[src/rtl/pcs_pkg.sv]
package pcs_pkg;

  ////////////////////////////////////////////////////////////////////////////
  // clock and timing
  localparam int CLK_MHZ           = 125;
  localparam int HOLD_TIME_US      = 722;
  localparam int HOLD_CYC          = HOLD_TIME_US * CLK_MHZ;
  // energy must persist this long; link pulses last about 100 ns
  localparam int SD_QUAL_NS        = 2000;
  localparam int SD_QUAL_CYC       = (SD_QUAL_NS * CLK_MHZ + 999) / 1000;
  localparam int GROUP_BITS        = 5;
  localparam int IDLE_SYNC_GROUPS  = 12;
  localparam int IDLE_SYNC_BITS    = IDLE_SYNC_GROUPS * GROUP_BITS;
  localparam int IDLE_RESTART_BITS = 58;
  localparam int STRAP_SETTLE      = 3;

  ////////////////////////////////////////////////////////////////////////////
  // scrambler generator x^11 + x^9 + 1
  localparam int         LFSR_W      = 11;
  localparam int         LFSR_TAP_HI = 10;
  localparam int         LFSR_TAP_LO = 8;
  localparam logic [10:0] LFSR_RESET = 11'h7ff;
  // upper seed bits, keep nonzero so the register can never lock at zero
  localparam logic [6:0] SEED_FILL   = 7'h5b;

  ////////////////////////////////////////////////////////////////////////////
  // code-groups, leftmost written bit goes on the line first
  localparam logic [4:0] CG_IDLE      = 5'h1f;
  localparam logic [4:0] CG_J         = 5'h18;
  localparam logic [4:0] CG_K         = 5'h11;
  localparam logic [4:0] CG_T         = 5'h0d;
  localparam logic [4:0] CG_R         = 5'h07;
  localparam logic [4:0] CG_HALT      = 5'h04;
  localparam logic [3:0] PREAMBLE_NIB = 4'h5;

  typedef enum logic [5:0] {
    TX_IDLE = 6'h01,
    TX_J    = 6'h02,
    TX_K    = 6'h04,
    TX_DATA = 6'h08,
    TX_T    = 6'h10,
    TX_R    = 6'h20
  } tx_state_t;

  typedef enum logic [2:0] {
    KIND_DATA = 3'h0,
    KIND_IDLE = 3'h1,
    KIND_CTRL = 3'h2,
    KIND_END  = 3'h3,
    KIND_BAD  = 3'h4
  } cg_kind_t;

  // data nibble to code-group
  function automatic logic [4:0] cg_encode(input logic [3:0] nib);
    logic [4:0] cg;
    cg = 5'h1e;
    case (nib)
      4'h0: cg = 5'h1e;
      4'h1: cg = 5'h09;
      4'h2: cg = 5'h14;
      4'h3: cg = 5'h15;
      4'h4: cg = 5'h0a;
      4'h5: cg = 5'h0b;
      4'h6: cg = 5'h0e;
      4'h7: cg = 5'h0f;
      4'h8: cg = 5'h12;
      4'h9: cg = 5'h13;
      4'ha: cg = 5'h16;
      4'hb: cg = 5'h17;
      4'hc: cg = 5'h1a;
      4'hd: cg = 5'h1b;
      4'he: cg = 5'h1c;
      default: cg = 5'h1d;
    endcase
    return cg;
  endfunction

  // code-group back to nibble, zero when not a data group
  function automatic logic [3:0] cg_nibble(input logic [4:0] cg);
    logic [3:0] n;
    n = 4'h0;
    for (int i = 0; i < 16; i++) begin
      if (cg_encode(4'(i)) == cg) begin
        n = 4'(i);
      end
    end
    return n;
  endfunction

  function automatic cg_kind_t cg_kind(input logic [4:0] cg);
    cg_kind_t k;
    k = KIND_BAD;
    for (int i = 0; i < 16; i++) begin
      if (cg_encode(4'(i)) == cg) begin
        k = KIND_DATA;
      end
    end
    if (cg == CG_IDLE) begin
      k = KIND_IDLE;
    end else if (cg == CG_J || cg == CG_K || cg == CG_R) begin
      k = KIND_CTRL;
    end else if (cg == CG_T) begin
      k = KIND_END;
    end
    return k;
  endfunction

endpackage

[src/rtl/sync_two_ff.sv]
`timescale 1ns/1ps
// two-stage synchroniser for a bundle of asynchronous levels
module sync_two_ff #(
  parameter int W = 1
) (
  input  wire logic         sys_clk_i,
  input  wire logic         sys_rst_i,
  input  wire logic [W-1:0] d_i,
  output logic      [W-1:0] q_o
);

  logic [W-1:0] meta_q;

  // first stage feeds only the second stage
  always_ff @(posedge sys_clk_i or posedge sys_rst_i) begin
    if (sys_rst_i) begin
      meta_q <= '0;
      q_o    <= '0;
    end else begin
      meta_q <= d_i;
      q_o    <= meta_q;
    end
  end

endmodule

[src/rtl/lfsr_scrambler.sv]
`timescale 1ns/1ps
// shift register generator shared by scrambler and descrambler
module lfsr_scrambler #(
  parameter int W = pcs_pkg::LFSR_W
) (
  input  wire logic         sys_clk_i,
  input  wire logic         sys_rst_i,
  input  wire logic         seed_load_i,
  input  wire logic [W-1:0] seed_i,
  input  wire logic         step_i,
  input  wire logic         force_i,
  input  wire logic         force_bit_i,
  output logic              key_o
);

  logic [W-1:0] state_q;

  assign key_o = state_q[pcs_pkg::LFSR_TAP_HI] ^ state_q[pcs_pkg::LFSR_TAP_LO];

  // seed wins over stepping; force lets the receiver steer the state
  always_ff @(posedge sys_clk_i or posedge sys_rst_i) begin
    if (sys_rst_i) begin
      state_q <= W'(pcs_pkg::LFSR_RESET);
    end else if (seed_load_i) begin
      state_q <= seed_i;
    end else if (step_i) begin
      state_q <= {state_q[W-2:0], force_i ? force_bit_i : key_o};
    end
  end

endmodule

[src/rtl/pcs_coding_path.sv]
`timescale 1ns/1ps
// Behaviour
// - control groups inside data flag receive error
// - nibbles become 5-bit code-groups
// - first two preamble nibbles become J then K
// - frame end emits T then R
// - idles follow until transmit enable returns
// - serial bits XOR 11-bit register stepped only on valid bits
// - seed taken from strapped address bits 4..1
// - scrambled stream is NRZI encoded
// - ones alternate between two drive streams
// - output path carries MLT-3 only
// - serial receive stream delivered as nibbles
// - link pulses never raise signal detect
// - serial-to-parallel yields 5-bit symbols
// - descrambler XORs matching sequence with input
// - lock after twelve idle groups
// - hold timer restarts on 58 idle bits
// - hold expiry drops lock and reacquires
// - align on J K, then fixed boundary
// - bypass feeds aligner from NRZ decoder
// - standard code-group table with invalid codes
// - J K replaced by two preamble nibbles
module pcs_coding_path #(
  parameter int HOLD_CYC_P    = pcs_pkg::HOLD_CYC,
  parameter int SD_QUAL_CYC_P = pcs_pkg::SD_QUAL_CYC
) (
  input  wire logic       sys_clk_i,
  input  wire logic       sys_rst_i,
  input  wire logic [4:0] strapped_port_address_pins_i,
  input  wire logic       mii_clk_i,
  input  wire logic       mii_tx_en_i,
  input  wire logic [3:0] mii_txd_i,
  output logic            tx_drv_p_o,
  output logic            tx_drv_n_o,
  input  wire logic       rx_mlt_p_i,
  input  wire logic       rx_mlt_n_i,
  input  wire logic       rx_energy_i,
  input  wire logic       descr_bypass_i,
  output logic [3:0]      rx_data_o,
  output logic            rx_dv_o,
  output logic            rx_er_o,
  output logic            rx_stb_o,
  output logic            signal_detect_o,
  output logic            descr_locked_o,
  output logic            rx_aligned_o
);

  localparam int HW = $clog2(HOLD_CYC_P + 1);
  localparam int SW = $clog2(SD_QUAL_CYC_P + 1);
  localparam int RW = 7;

  ////////////////////////////////////////////////////////////////////////////
  // pin synchronisation
  logic [14:0] pins_s;
  logic [4:0]  strap_s;
  logic        mii_clk_s;
  logic        tx_en_s;
  logic [3:0]  txd_s;
  logic        rx_p_s;
  logic        rx_n_s;
  logic        energy_s;
  logic        bypass_s;

  sync_two_ff #(
    .W (15)
  ) u_sync (
    .sys_clk_i (sys_clk_i),
    .sys_rst_i (sys_rst_i),
    .d_i       ({strapped_port_address_pins_i, mii_clk_i, mii_tx_en_i, mii_txd_i,
                 rx_mlt_p_i, rx_mlt_n_i, rx_energy_i, descr_bypass_i}),
    .q_o       (pins_s)
  );

  assign {strap_s, mii_clk_s, tx_en_s, txd_s, rx_p_s, rx_n_s, energy_s, bypass_s} = pins_s;

  ////////////////////////////////////////////////////////////////////////////
  // seed capture after reset release
  logic [1:0]  strap_wait_q;
  logic        seed_taken_q;
  logic        tx_seed_load;
  logic [10:0] tx_seed;

  assign tx_seed_load = !seed_taken_q && (strap_wait_q == 2'(pcs_pkg::STRAP_SETTLE));
  assign tx_seed = {pcs_pkg::SEED_FILL, strap_s[4:1]};

  // wait out the synchroniser so the straps are real before latching
  always_ff @(posedge sys_clk_i or posedge sys_rst_i) begin
    if (sys_rst_i) begin
      strap_wait_q <= 2'h0;
      seed_taken_q <= 1'b0;
    end else begin
      if (strap_wait_q != 2'(pcs_pkg::STRAP_SETTLE)) begin
        strap_wait_q <= strap_wait_q + 2'h1;
      end
      if (tx_seed_load) begin
        seed_taken_q <= 1'b1;
      end
    end
  end

  ////////////////////////////////////////////////////////////////////////////
  // transmit: nibble tick and code-group selection
  logic                mii_clk_q;
  logic                nib_tick;
  pcs_pkg::tx_state_t  tx_state_q;
  pcs_pkg::tx_state_t  tx_state_d;
  logic [4:0]          tx_cg_d;

  // sample mid-period on the falling edge, away from the MAC's launch edge
  assign nib_tick = mii_clk_q && !mii_clk_s;

  always_ff @(posedge sys_clk_i or posedge sys_rst_i) begin
    if (sys_rst_i) begin
      mii_clk_q <= 1'b0;
    end else begin
      mii_clk_q <= mii_clk_s;
    end
  end

  // next group from state and enable
  always_comb begin
    tx_state_d = tx_state_q;
    tx_cg_d    = pcs_pkg::CG_IDLE;
    case (tx_state_q)
      pcs_pkg::TX_IDLE, pcs_pkg::TX_R: begin
        if (tx_en_s) begin
          tx_state_d = pcs_pkg::TX_J;
          tx_cg_d    = pcs_pkg::CG_J;
        end else begin
          tx_state_d = pcs_pkg::TX_IDLE;
          tx_cg_d    = pcs_pkg::CG_IDLE;
        end
      end
      pcs_pkg::TX_J: begin
        tx_state_d = pcs_pkg::TX_K;
        tx_cg_d    = pcs_pkg::CG_K;
      end
      pcs_pkg::TX_K, pcs_pkg::TX_DATA: begin
        if (tx_en_s) begin
          tx_state_d = pcs_pkg::TX_DATA;
          tx_cg_d    = pcs_pkg::cg_encode(txd_s);
        end else begin
          tx_state_d = pcs_pkg::TX_T;
          tx_cg_d    = pcs_pkg::CG_T;
        end
      end
      pcs_pkg::TX_T: begin
        tx_state_d = pcs_pkg::TX_R;
        tx_cg_d    = pcs_pkg::CG_R;
      end
      default: begin
        tx_state_d = pcs_pkg::TX_IDLE;
        tx_cg_d    = pcs_pkg::CG_IDLE;
      end
    endcase
  end

  always_ff @(posedge sys_clk_i or posedge sys_rst_i) begin
    if (sys_rst_i) begin
      tx_state_q <= pcs_pkg::TX_IDLE;
    end else if (nib_tick) begin
      tx_state_q <= tx_state_d;
    end
  end

  ////////////////////////////////////////////////////////////////////////////
  // transmit: serialiser, scrambler, NRZI, MLT-3
  logic [4:0] tx_sr_q;
  logic [2:0] tx_cnt_q;
  logic       tx_bit_vld;
  logic       tx_key;
  logic       tx_scr;
  logic       tx_nrzi_q;
  logic       tx_nrzi_prev_q;
  logic [1:0] mlt_phase_q;

  assign tx_bit_vld = (tx_cnt_q != 3'h0);

  // one group per tick, five bits on consecutive cycles
  always_ff @(posedge sys_clk_i or posedge sys_rst_i) begin
    if (sys_rst_i) begin
      tx_sr_q  <= pcs_pkg::CG_IDLE;
      tx_cnt_q <= 3'h0;
    end else if (nib_tick) begin
      tx_sr_q  <= tx_cg_d;
      tx_cnt_q <= 3'(pcs_pkg::GROUP_BITS);
    end else if (tx_bit_vld) begin
      tx_sr_q  <= {tx_sr_q[3:0], 1'b0};
      tx_cnt_q <= tx_cnt_q - 3'h1;
    end
  end

  lfsr_scrambler #(
    .W (pcs_pkg::LFSR_W)
  ) u_tx_lfsr (
    .sys_clk_i   (sys_clk_i),
    .sys_rst_i   (sys_rst_i),
    .seed_load_i (tx_seed_load),
    .seed_i      (tx_seed),
    .step_i      (tx_bit_vld),
    .force_i     (1'b0),
    .force_bit_i (1'b0),
    .key_o       (tx_key)
  );

  assign tx_scr = tx_sr_q[4] ^ tx_key;

  always_ff @(posedge sys_clk_i or posedge sys_rst_i) begin
    if (sys_rst_i) begin
      tx_nrzi_q      <= 1'b0;
      tx_nrzi_prev_q <= 1'b0;
    end else begin
      tx_nrzi_prev_q <= tx_nrzi_q;
      if (tx_bit_vld && tx_scr) begin
        tx_nrzi_q <= !tx_nrzi_q;
      end
    end
  end

  // each transition steps 0,+,0,- so ones alternate between streams
  always_ff @(posedge sys_clk_i or posedge sys_rst_i) begin
    if (sys_rst_i) begin
      mlt_phase_q <= 2'h0;
      tx_drv_p_o  <= 1'b0;
      tx_drv_n_o  <= 1'b0;
    end else begin
      if (tx_nrzi_q ^ tx_nrzi_prev_q) begin
        mlt_phase_q <= mlt_phase_q + 2'h1;
      end
      tx_drv_p_o <= (mlt_phase_q == 2'h1);
      tx_drv_n_o <= (mlt_phase_q == 2'h3);
    end
  end

  ////////////////////////////////////////////////////////////////////////////
  // receive: signal detect and line decoding
  logic [SW-1:0] sd_cnt_q;
  logic [1:0]    rx_lvl_q;
  logic          rx_nrzi_q;
  logic          rx_nrzi_prev_q;
  logic          rx_nrz;

  // require sustained energy, short pulses never qualify
  always_ff @(posedge sys_clk_i or posedge sys_rst_i) begin
    if (sys_rst_i) begin
      sd_cnt_q        <= '0;
      signal_detect_o <= 1'b0;
    end else begin
      if (!energy_s) begin
        sd_cnt_q <= '0;
      end else if (sd_cnt_q != SW'(SD_QUAL_CYC_P)) begin
        sd_cnt_q <= sd_cnt_q + SW'(1);
      end
      signal_detect_o <= energy_s && (sd_cnt_q == SW'(SD_QUAL_CYC_P));
    end
  end

  // MLT-3 level change gives an NRZI transition
  always_ff @(posedge sys_clk_i or posedge sys_rst_i) begin
    if (sys_rst_i) begin
      rx_lvl_q       <= 2'h0;
      rx_nrzi_q      <= 1'b0;
      rx_nrzi_prev_q <= 1'b0;
    end else begin
      rx_lvl_q       <= {rx_p_s, rx_n_s};
      rx_nrzi_prev_q <= rx_nrzi_q;
      if ({rx_p_s, rx_n_s} != rx_lvl_q) begin
        rx_nrzi_q <= !rx_nrzi_q;
      end
    end
  end

  assign rx_nrz = rx_nrzi_q ^ rx_nrzi_prev_q;

  ////////////////////////////////////////////////////////////////////////////
  // receive: descrambler with idle lock and hold timer
  logic          rx_key;
  logic          rx_ud;
  logic          rx_drop;
  logic          rx_seed_load;
  logic          run_hit;
  logic [RW-1:0] idle_run_q;
  logic [HW-1:0] hold_q;

  assign rx_ud        = rx_nrz ^ rx_key;
  assign run_hit      = rx_ud && (idle_run_q >= RW'(pcs_pkg::IDLE_RESTART_BITS - 1));
  assign rx_drop      = descr_locked_o && (hold_q == '0) && !run_hit;
  assign rx_seed_load = !signal_detect_o || rx_drop;

  // unlocked, the register is loaded with the inverted line, since idle is all ones
  lfsr_scrambler #(
    .W (pcs_pkg::LFSR_W)
  ) u_rx_lfsr (
    .sys_clk_i   (sys_clk_i),
    .sys_rst_i   (sys_rst_i),
    .seed_load_i (rx_seed_load),
    .seed_i      (pcs_pkg::LFSR_RESET),
    .step_i      (1'b1),
    .force_i     (!descr_locked_o),
    .force_bit_i (!rx_nrz),
    .key_o       (rx_key)
  );

  // run of unscrambled ones, saturating
  always_ff @(posedge sys_clk_i or posedge sys_rst_i) begin
    if (sys_rst_i) begin
      idle_run_q <= '0;
    end else if (rx_seed_load || !rx_ud) begin
      idle_run_q <= '0;
    end else if (idle_run_q != {RW{1'b1}}) begin
      idle_run_q <= idle_run_q + RW'(1);
    end
  end

  // lock state and hold countdown
  always_ff @(posedge sys_clk_i or posedge sys_rst_i) begin
    if (sys_rst_i) begin
      descr_locked_o <= 1'b0;
      hold_q         <= '0;
    end else if (rx_seed_load) begin
      descr_locked_o <= 1'b0;
      hold_q         <= '0;
    end else if (!descr_locked_o) begin
      if (rx_ud && idle_run_q == RW'(pcs_pkg::IDLE_SYNC_BITS - 1)) begin
        descr_locked_o <= 1'b1;
        hold_q         <= HW'(HOLD_CYC_P);
      end
    end else if (run_hit) begin
      hold_q <= HW'(HOLD_CYC_P);
    end else begin
      hold_q <= hold_q - HW'(1);
    end
  end

  ////////////////////////////////////////////////////////////////////////////
  // receive: alignment and decoding
  logic              al_bit;
  logic              al_vld;
  logic [9:0]        al_sr_q;
  logic [9:0]        al_sr_d;
  logic [2:0]        grp_cnt_q;
  logic              pre_pend_q;
  logic              idle_seen_q;
  logic [4:0]        grp;
  pcs_pkg::cg_kind_t grp_kind;

  assign al_bit   = bypass_s ? rx_nrz : rx_ud;
  assign al_vld   = bypass_s ? signal_detect_o : descr_locked_o;
  assign al_sr_d  = {al_sr_q[8:0], al_bit};
  assign grp      = al_sr_d[4:0];
  assign grp_kind = pcs_pkg::cg_kind(grp);

  always_ff @(posedge sys_clk_i or posedge sys_rst_i) begin
    if (sys_rst_i) begin
      al_sr_q      <= 10'h3ff;
      grp_cnt_q    <= 3'h0;
      rx_aligned_o <= 1'b0;
      pre_pend_q   <= 1'b0;
      idle_seen_q  <= 1'b0;
      rx_data_o    <= 4'h0;
      rx_dv_o      <= 1'b0;
      rx_er_o      <= 1'b0;
      rx_stb_o     <= 1'b0;
    end else begin
      al_sr_q    <= al_sr_d;
      rx_stb_o   <= 1'b0;
      pre_pend_q <= 1'b0;
      if (!al_vld) begin
        rx_aligned_o <= 1'b0;
        rx_dv_o      <= 1'b0;
        rx_er_o      <= 1'b0;
      end else if (!rx_aligned_o) begin
        if (al_sr_d == {pcs_pkg::CG_J, pcs_pkg::CG_K}) begin
          rx_aligned_o <= 1'b1;
          grp_cnt_q    <= 3'h0;
          idle_seen_q  <= 1'b0;
          rx_data_o    <= pcs_pkg::PREAMBLE_NIB;
          rx_dv_o      <= 1'b1;
          rx_er_o      <= 1'b0;
          rx_stb_o     <= 1'b1;
          pre_pend_q   <= 1'b1;
        end
      end else if (pre_pend_q) begin
        rx_data_o <= pcs_pkg::PREAMBLE_NIB;
        rx_stb_o  <= 1'b1;
        grp_cnt_q <= grp_cnt_q + 3'h1;
      end else if (grp_cnt_q != 3'(pcs_pkg::GROUP_BITS - 1)) begin
        grp_cnt_q <= grp_cnt_q + 3'h1;
      end else begin
        grp_cnt_q <= 3'h0;
        rx_stb_o  <= 1'b1;
        rx_data_o <= pcs_pkg::cg_nibble(grp);
        case (grp_kind)
          pcs_pkg::KIND_DATA: begin
            rx_er_o     <= 1'b0;
            idle_seen_q <= 1'b0;
          end
          pcs_pkg::KIND_END: begin
            rx_aligned_o <= 1'b0;
            rx_dv_o      <= 1'b0;
            rx_er_o      <= 1'b0;
          end
          pcs_pkg::KIND_IDLE: begin
            // idle in data, second one ends the frame
            idle_seen_q <= 1'b1;
            if (idle_seen_q) begin
              rx_aligned_o <= 1'b0;
              rx_dv_o      <= 1'b0;
              rx_er_o      <= 1'b0;
            end else begin
              rx_er_o <= 1'b1;
            end
          end
          default: begin
            rx_er_o     <= 1'b1;
            idle_seen_q <= 1'b0;
          end
        endcase
      end
    end
  end

endmodule

[config.mk]
export PLATFORM = sky130hd
export DESIGN_NAME = pcs_coding_path
export DESIGN_NICKNAME = d
export VERILOG_FILES = /design/src/rtl/pcs_pkg.sv /design/src/rtl/sync_two_ff.sv /design/src/rtl/lfsr_scrambler.sv /design/src/rtl/pcs_coding_path.sv
export SDC_FILE = /design/constraint.sdc
export NUM_CORES = 1
export LEC_CHECK = 0
export ABC_CLOCK_PERIOD_IN_PS = 7700
export BUFFER_PORTS_ARGS = -buffer_cell sky130_fd_sc_hd__buf_2
export CELL_PAD_IN_SITES_DETAIL_PLACEMENT = 1
export CELL_PAD_IN_SITES_GLOBAL_PLACEMENT = 2
export CORE_ASPECT_RATIO = 2
export CORE_MARGIN = 2
export CORE_UTILIZATION = 44
export DETAILED_ROUTE_END_ITERATION = 7
export GPL_ROUTABILITY_DRIVEN = 1
export PLACE_DENSITY_LB_ADDON = 0.1
export SLEW_MARGIN = 20
export SYNTH_ARGS = -nofsm -noshare
export SYNTH_HDL_FRONTEND = slang
export SYNTH_SLANG_ARGS = --single-unit
[constraint.sdc]
create_clock -name sys_clk_i -period 7.7 [get_ports sys_clk_i]
set_input_delay 0.77 -clock sys_clk_i [delete_from_list [all_inputs] [get_ports sys_clk_i]]
set_output_delay 0.77 -clock sys_clk_i [all_outputs]
set_load 0.05 [all_outputs]
==> metrics.sh <==
RUN_STATUS='complete, no violations'
WIRE_LENGTH_OF_THE_FIRST_GLOBAL_ROUTING_PASS_UM=23200
POSTCTSSETUPREPAIRBUFS=0
CRITICAL_PATH.CELL_CHAIN='xnor2_2 > xnor2_2 > o21a_1 > nand3_2 > o311ai_1'
SYNTHTOPCELLSBYCOUNT='dfrtp_1, nand2_1, dfstp_2'
SLEW_HEADROOM=0.361
SEQ_AREA_MM2=0.00340
GRT_MAX_DEGREE=79
ROUTED_VIA_DENSITY=5.71
HP-CLASS='reg -> reg'
FINAL.SETUP_SKEW_NS=0.00944
POST_SYNTH_INSTANCE_AREA_MM2=0.00590
FILLER_CELL_COUNT=1402
GLOBAL_ROUTE.PEAK_USAGE_LAYER='met2'
CP_SLOWEST_CELL='o21a_1'
CTS_REPAIR_RESIZE_COUNT=0
DIE_AREA_MM2=0.0144
SYNTH.MOST_COMMON_CELL='dfrtp_1'
CRIT_TYPE='reg -> reg'
CLOCK_LATENCY_NS=0.41
DESIGN.PORTCOUNT=29
SYNTHESIS.AREA_PER_INSTANCE_UM2=11.0
DESIGN.CORE.AREA_MM2=0.0131
DPL_CELL_AREA_MM2=0.00617
GRT.MET2_USAGE=0.359
TNS_NS=0
YS_FF_LATCH=134
FINALWEIGHTEDCONGESTION=0.782
YOSYS_WARNINGS=0
DRT_DRC_VIOLATIONS_LEFT=0
CLOCK_SINK_COUNT=134
DIE_X_UM=85.9
HTREEDEPTH=4
POWER_PER_STANDARD_CELL_AREA_mW_PER_MM2=318
ANTENNADIODECOUNT=0
DESIGN.FINAL.NETS=592
HPWL_UM=8880
NETLIST_INSTANCES=535
HOLD_BUFFERS=0
SYNTH_TOP_CELL_BY_AREA='dfrtp_1'
PATH_MAX_FANOUT=14
FLOORPLAN.INITIALDENSITY=0.452
TIMING.HOLD.WORST.START='u_sync.meta_q[14]$_DFF_PP0_'
NUM_VIAS=4155
SYNTHTOPCELLSBYAREA='dfrtp_1, dfstp_2, nand2_1'
CRITICAL_PATH.MAX_STAGE_DELAY_NS=0.59
ROUTEDWLPERCELL_UM=18.2
FINALCRITPERIODSHARE=0.343
GRT_USE_MET1=0.230
FMAX_MHz=379
CP_COMMON_CELL='xnor2_2'
SYNTH.DISTINCT_CELLS=75
POST-ROUTE-MIN-PERIOD_NS=2.64
PLACE_WS_NS=5.12
SYN_TO_FINAL_GROWTH_PCT=14.6
STANDARD_CELL_ROWS=59
ROUTED_WIRELENGTH_UM=13200
GRT_PASS1_VIAS=4739
GRT-OVFL-TOTAL=0
RSZ0062_AT_GRT='no'
GRT_USE_TOTAL=0.203
CAP_VIOL_MAX_COUNT=0
FINAL_ANTENNA_NET_COUNT=0
IRDROPWORSTVDD_mV=0.159
GRT_ANTENNA_BEFORE_REPAIR=0
REPORT.FINAL.SETUP_VIOL=0
SYNTH-ASYNC-RESET-RATIO=1.00
FINAL_MAX_SLEW_VIOL_COUNT=0
WORST_SETUP_PATH_START_KIND='register'
GRT.MET3_USAGE=0.0373
SYNTH_ENABLE_FLOP_CELLS=0
TIGHTEST_SLEW_NS=0.958
DR.FIRST_ITER.DRC_COUNT=202
CLOCK_PATH_BUFFERS=2
PLACE.PORT_BUFFERS=27
CRITICAL_PATH.STARTPOINT='rx_nrzi_q$_DFFE_PP0P_'
FINAL.SETUP.WORST_SLACK_NS=5.06
FIRST_PASS_ITERS=6
FINALINSTANCEAREA_MM2=0.00677
CRITPATHREQUIREDTIME_NS=8.00
CLOCK_TREE.ROOT_CELL='clkbuf_16'
POWER.LEAKAGE_nW=3.01
CTS_MADE_BUFFERS=17
YOSYS_MOST_USED_DFF='dfrtp_1'
WORST_SETUP_PATH_END_KIND='register'
POSTSYNTHNETCOUNT=564
FINALHOLDVIOLATIONS=0
MULTI_INPUT_AREA_MM2=0.00233
FP.DIEH_UM=168
CTS_TREE='done'
POST_ROUTE_CELLS_DRIVE_ABOVE_1_SHARE=0.236
SEQ_AREA_FRAC_SYNTH=0.576
SYNTH_TOP_CELL_AREA_SHARE=0.411
TIMING.CRITICAL_PATH.ARRIVAL_NS=2.94
CLKSLEWWORSTSETUPHOLDPATHS_NS=0.06
CRITICAL_PATH.REG2REG.STARTPOINT='rx_nrzi_q$_DFFE_PP0P_'
[registers in the layout, summed over array words and instances (netlist names), 2 cells and up]
| signal | cells |
|---|---|
| hold_q | 17 |
| u_sync.meta_q | 14 |
| u_sync.q_o | 14 |
| u_rx_lfsr.state_q | 11 |
| u_tx_lfsr.state_q | 11 |
| al_sr_q | 9 |
| sd_cnt_q | 8 |
| idle_run_q | 7 |
| tx_state_q | 6 |
| tx_sr_q | 5 |
| rx_data_o | 4 |
| grp_cnt_q | 3 |
| tx_cnt_q | 3 |
| mlt_phase_q | 2 |
| rx_lvl_q | 2 |
| strap_wait_q | 2 |
[area by class of cell]
type | instances | area share
multi-input combinational | 357 | 0.345
inverter | 22 | 0.0126
timing repair buffer | 31 | 0.0244
clock buffer | 17 | 0.0629
tap | 152 | 0.0281
clock inverter | 15 | 0.0250
sequential | 134 | 0.502
[logic make-up (layout without fill, tap and decap cells)]
kind of cell	after synthesis	in the layout	share of synthesized area
fa+ha+maj	12	12	0.0254
mux	5	5	0.00890
simple gates	202	202	0.182
buf+inv	44	85	0.0290
compound gates	107	107	0.130
xor+xnor	31	31	0.0485
flops	134	134	0.576
[layer usage]
layer  vias to the layer above  wire, um
li1                       1955         -
met5                         -         0
met1                      2133      5260
met4                         0       333
met2                        47      7410
met3                        20       228
[through the flow]
stage | hold WS (ns) | total power [mW] | std cells | utilization
floorplan | 0.331 | 1.25 | 535 | -
global placement | 0.332 | 1.33 | 696 | 0.472
detailed placement | 0.336 | 1.36 | 696 | 0.472
CTS | 0.359 | 2.19 | 728 | 0.518
global route | 0.365 | 2.28 | 728 | 0.518
finish | 0.353 | 2.15 | 728 | 0.518
[final timing paths]
kind	cells past startpoint	slack (ns)	to
max	5	5.06	hold_q[15]$_DFFE_PP0P_
min	0	0.35	u_sync.q_o[14]$_DFF_PP0_
max reg2reg	5	5.06	hold_q[15]$_DFFE_PP0P_
min reg2reg	0	0.35	u_sync.q_o[14]$_DFF_PP0_
max in group asynchronous	3	5.81	hold_q[15]$_DFFE_PP0P_
min in group asynchronous	2	0.46	u_sync.q_o[5]$_DFF_PP0_
[layout by cell type (no fill, tap or decap), types with 7 or more instances in the layout]
cell,netlist,final
a21oi_1,22,22
a31oi_1,11,11
and3_1,9,9
buf_2,5,27
clkbuf_16,0,17
dfrtp_1,97,97
dfstp_2,37,37
ha_1,12,12
inv_1,22,21
nand2_1,65,65
nand3_1,13,13
nand4_1,7,7
nor2_1,28,28
nor3_1,11,11
nor4_1,8,8
o21ai_0,12,12
or2_2,12,12
or3_1,9,9
xnor2_1,16,16
xor2_1,13,13
[report_power, final]
part	switching [mW]	internal [mW]
logic	0.236	0.148
clock network	0.325	0.484
registers	0.103	0.858
[critical path: cells and delay by family (launching register included)]
kind,cells,cell delay (ns)
AO/OA/AOI/OAI,2,0.97
XOR/XNOR,2,0.73
flip-flops,1,0.50
AND/OR/NAND/NOR,1,0.32
(Power assumes the default switching activity.)
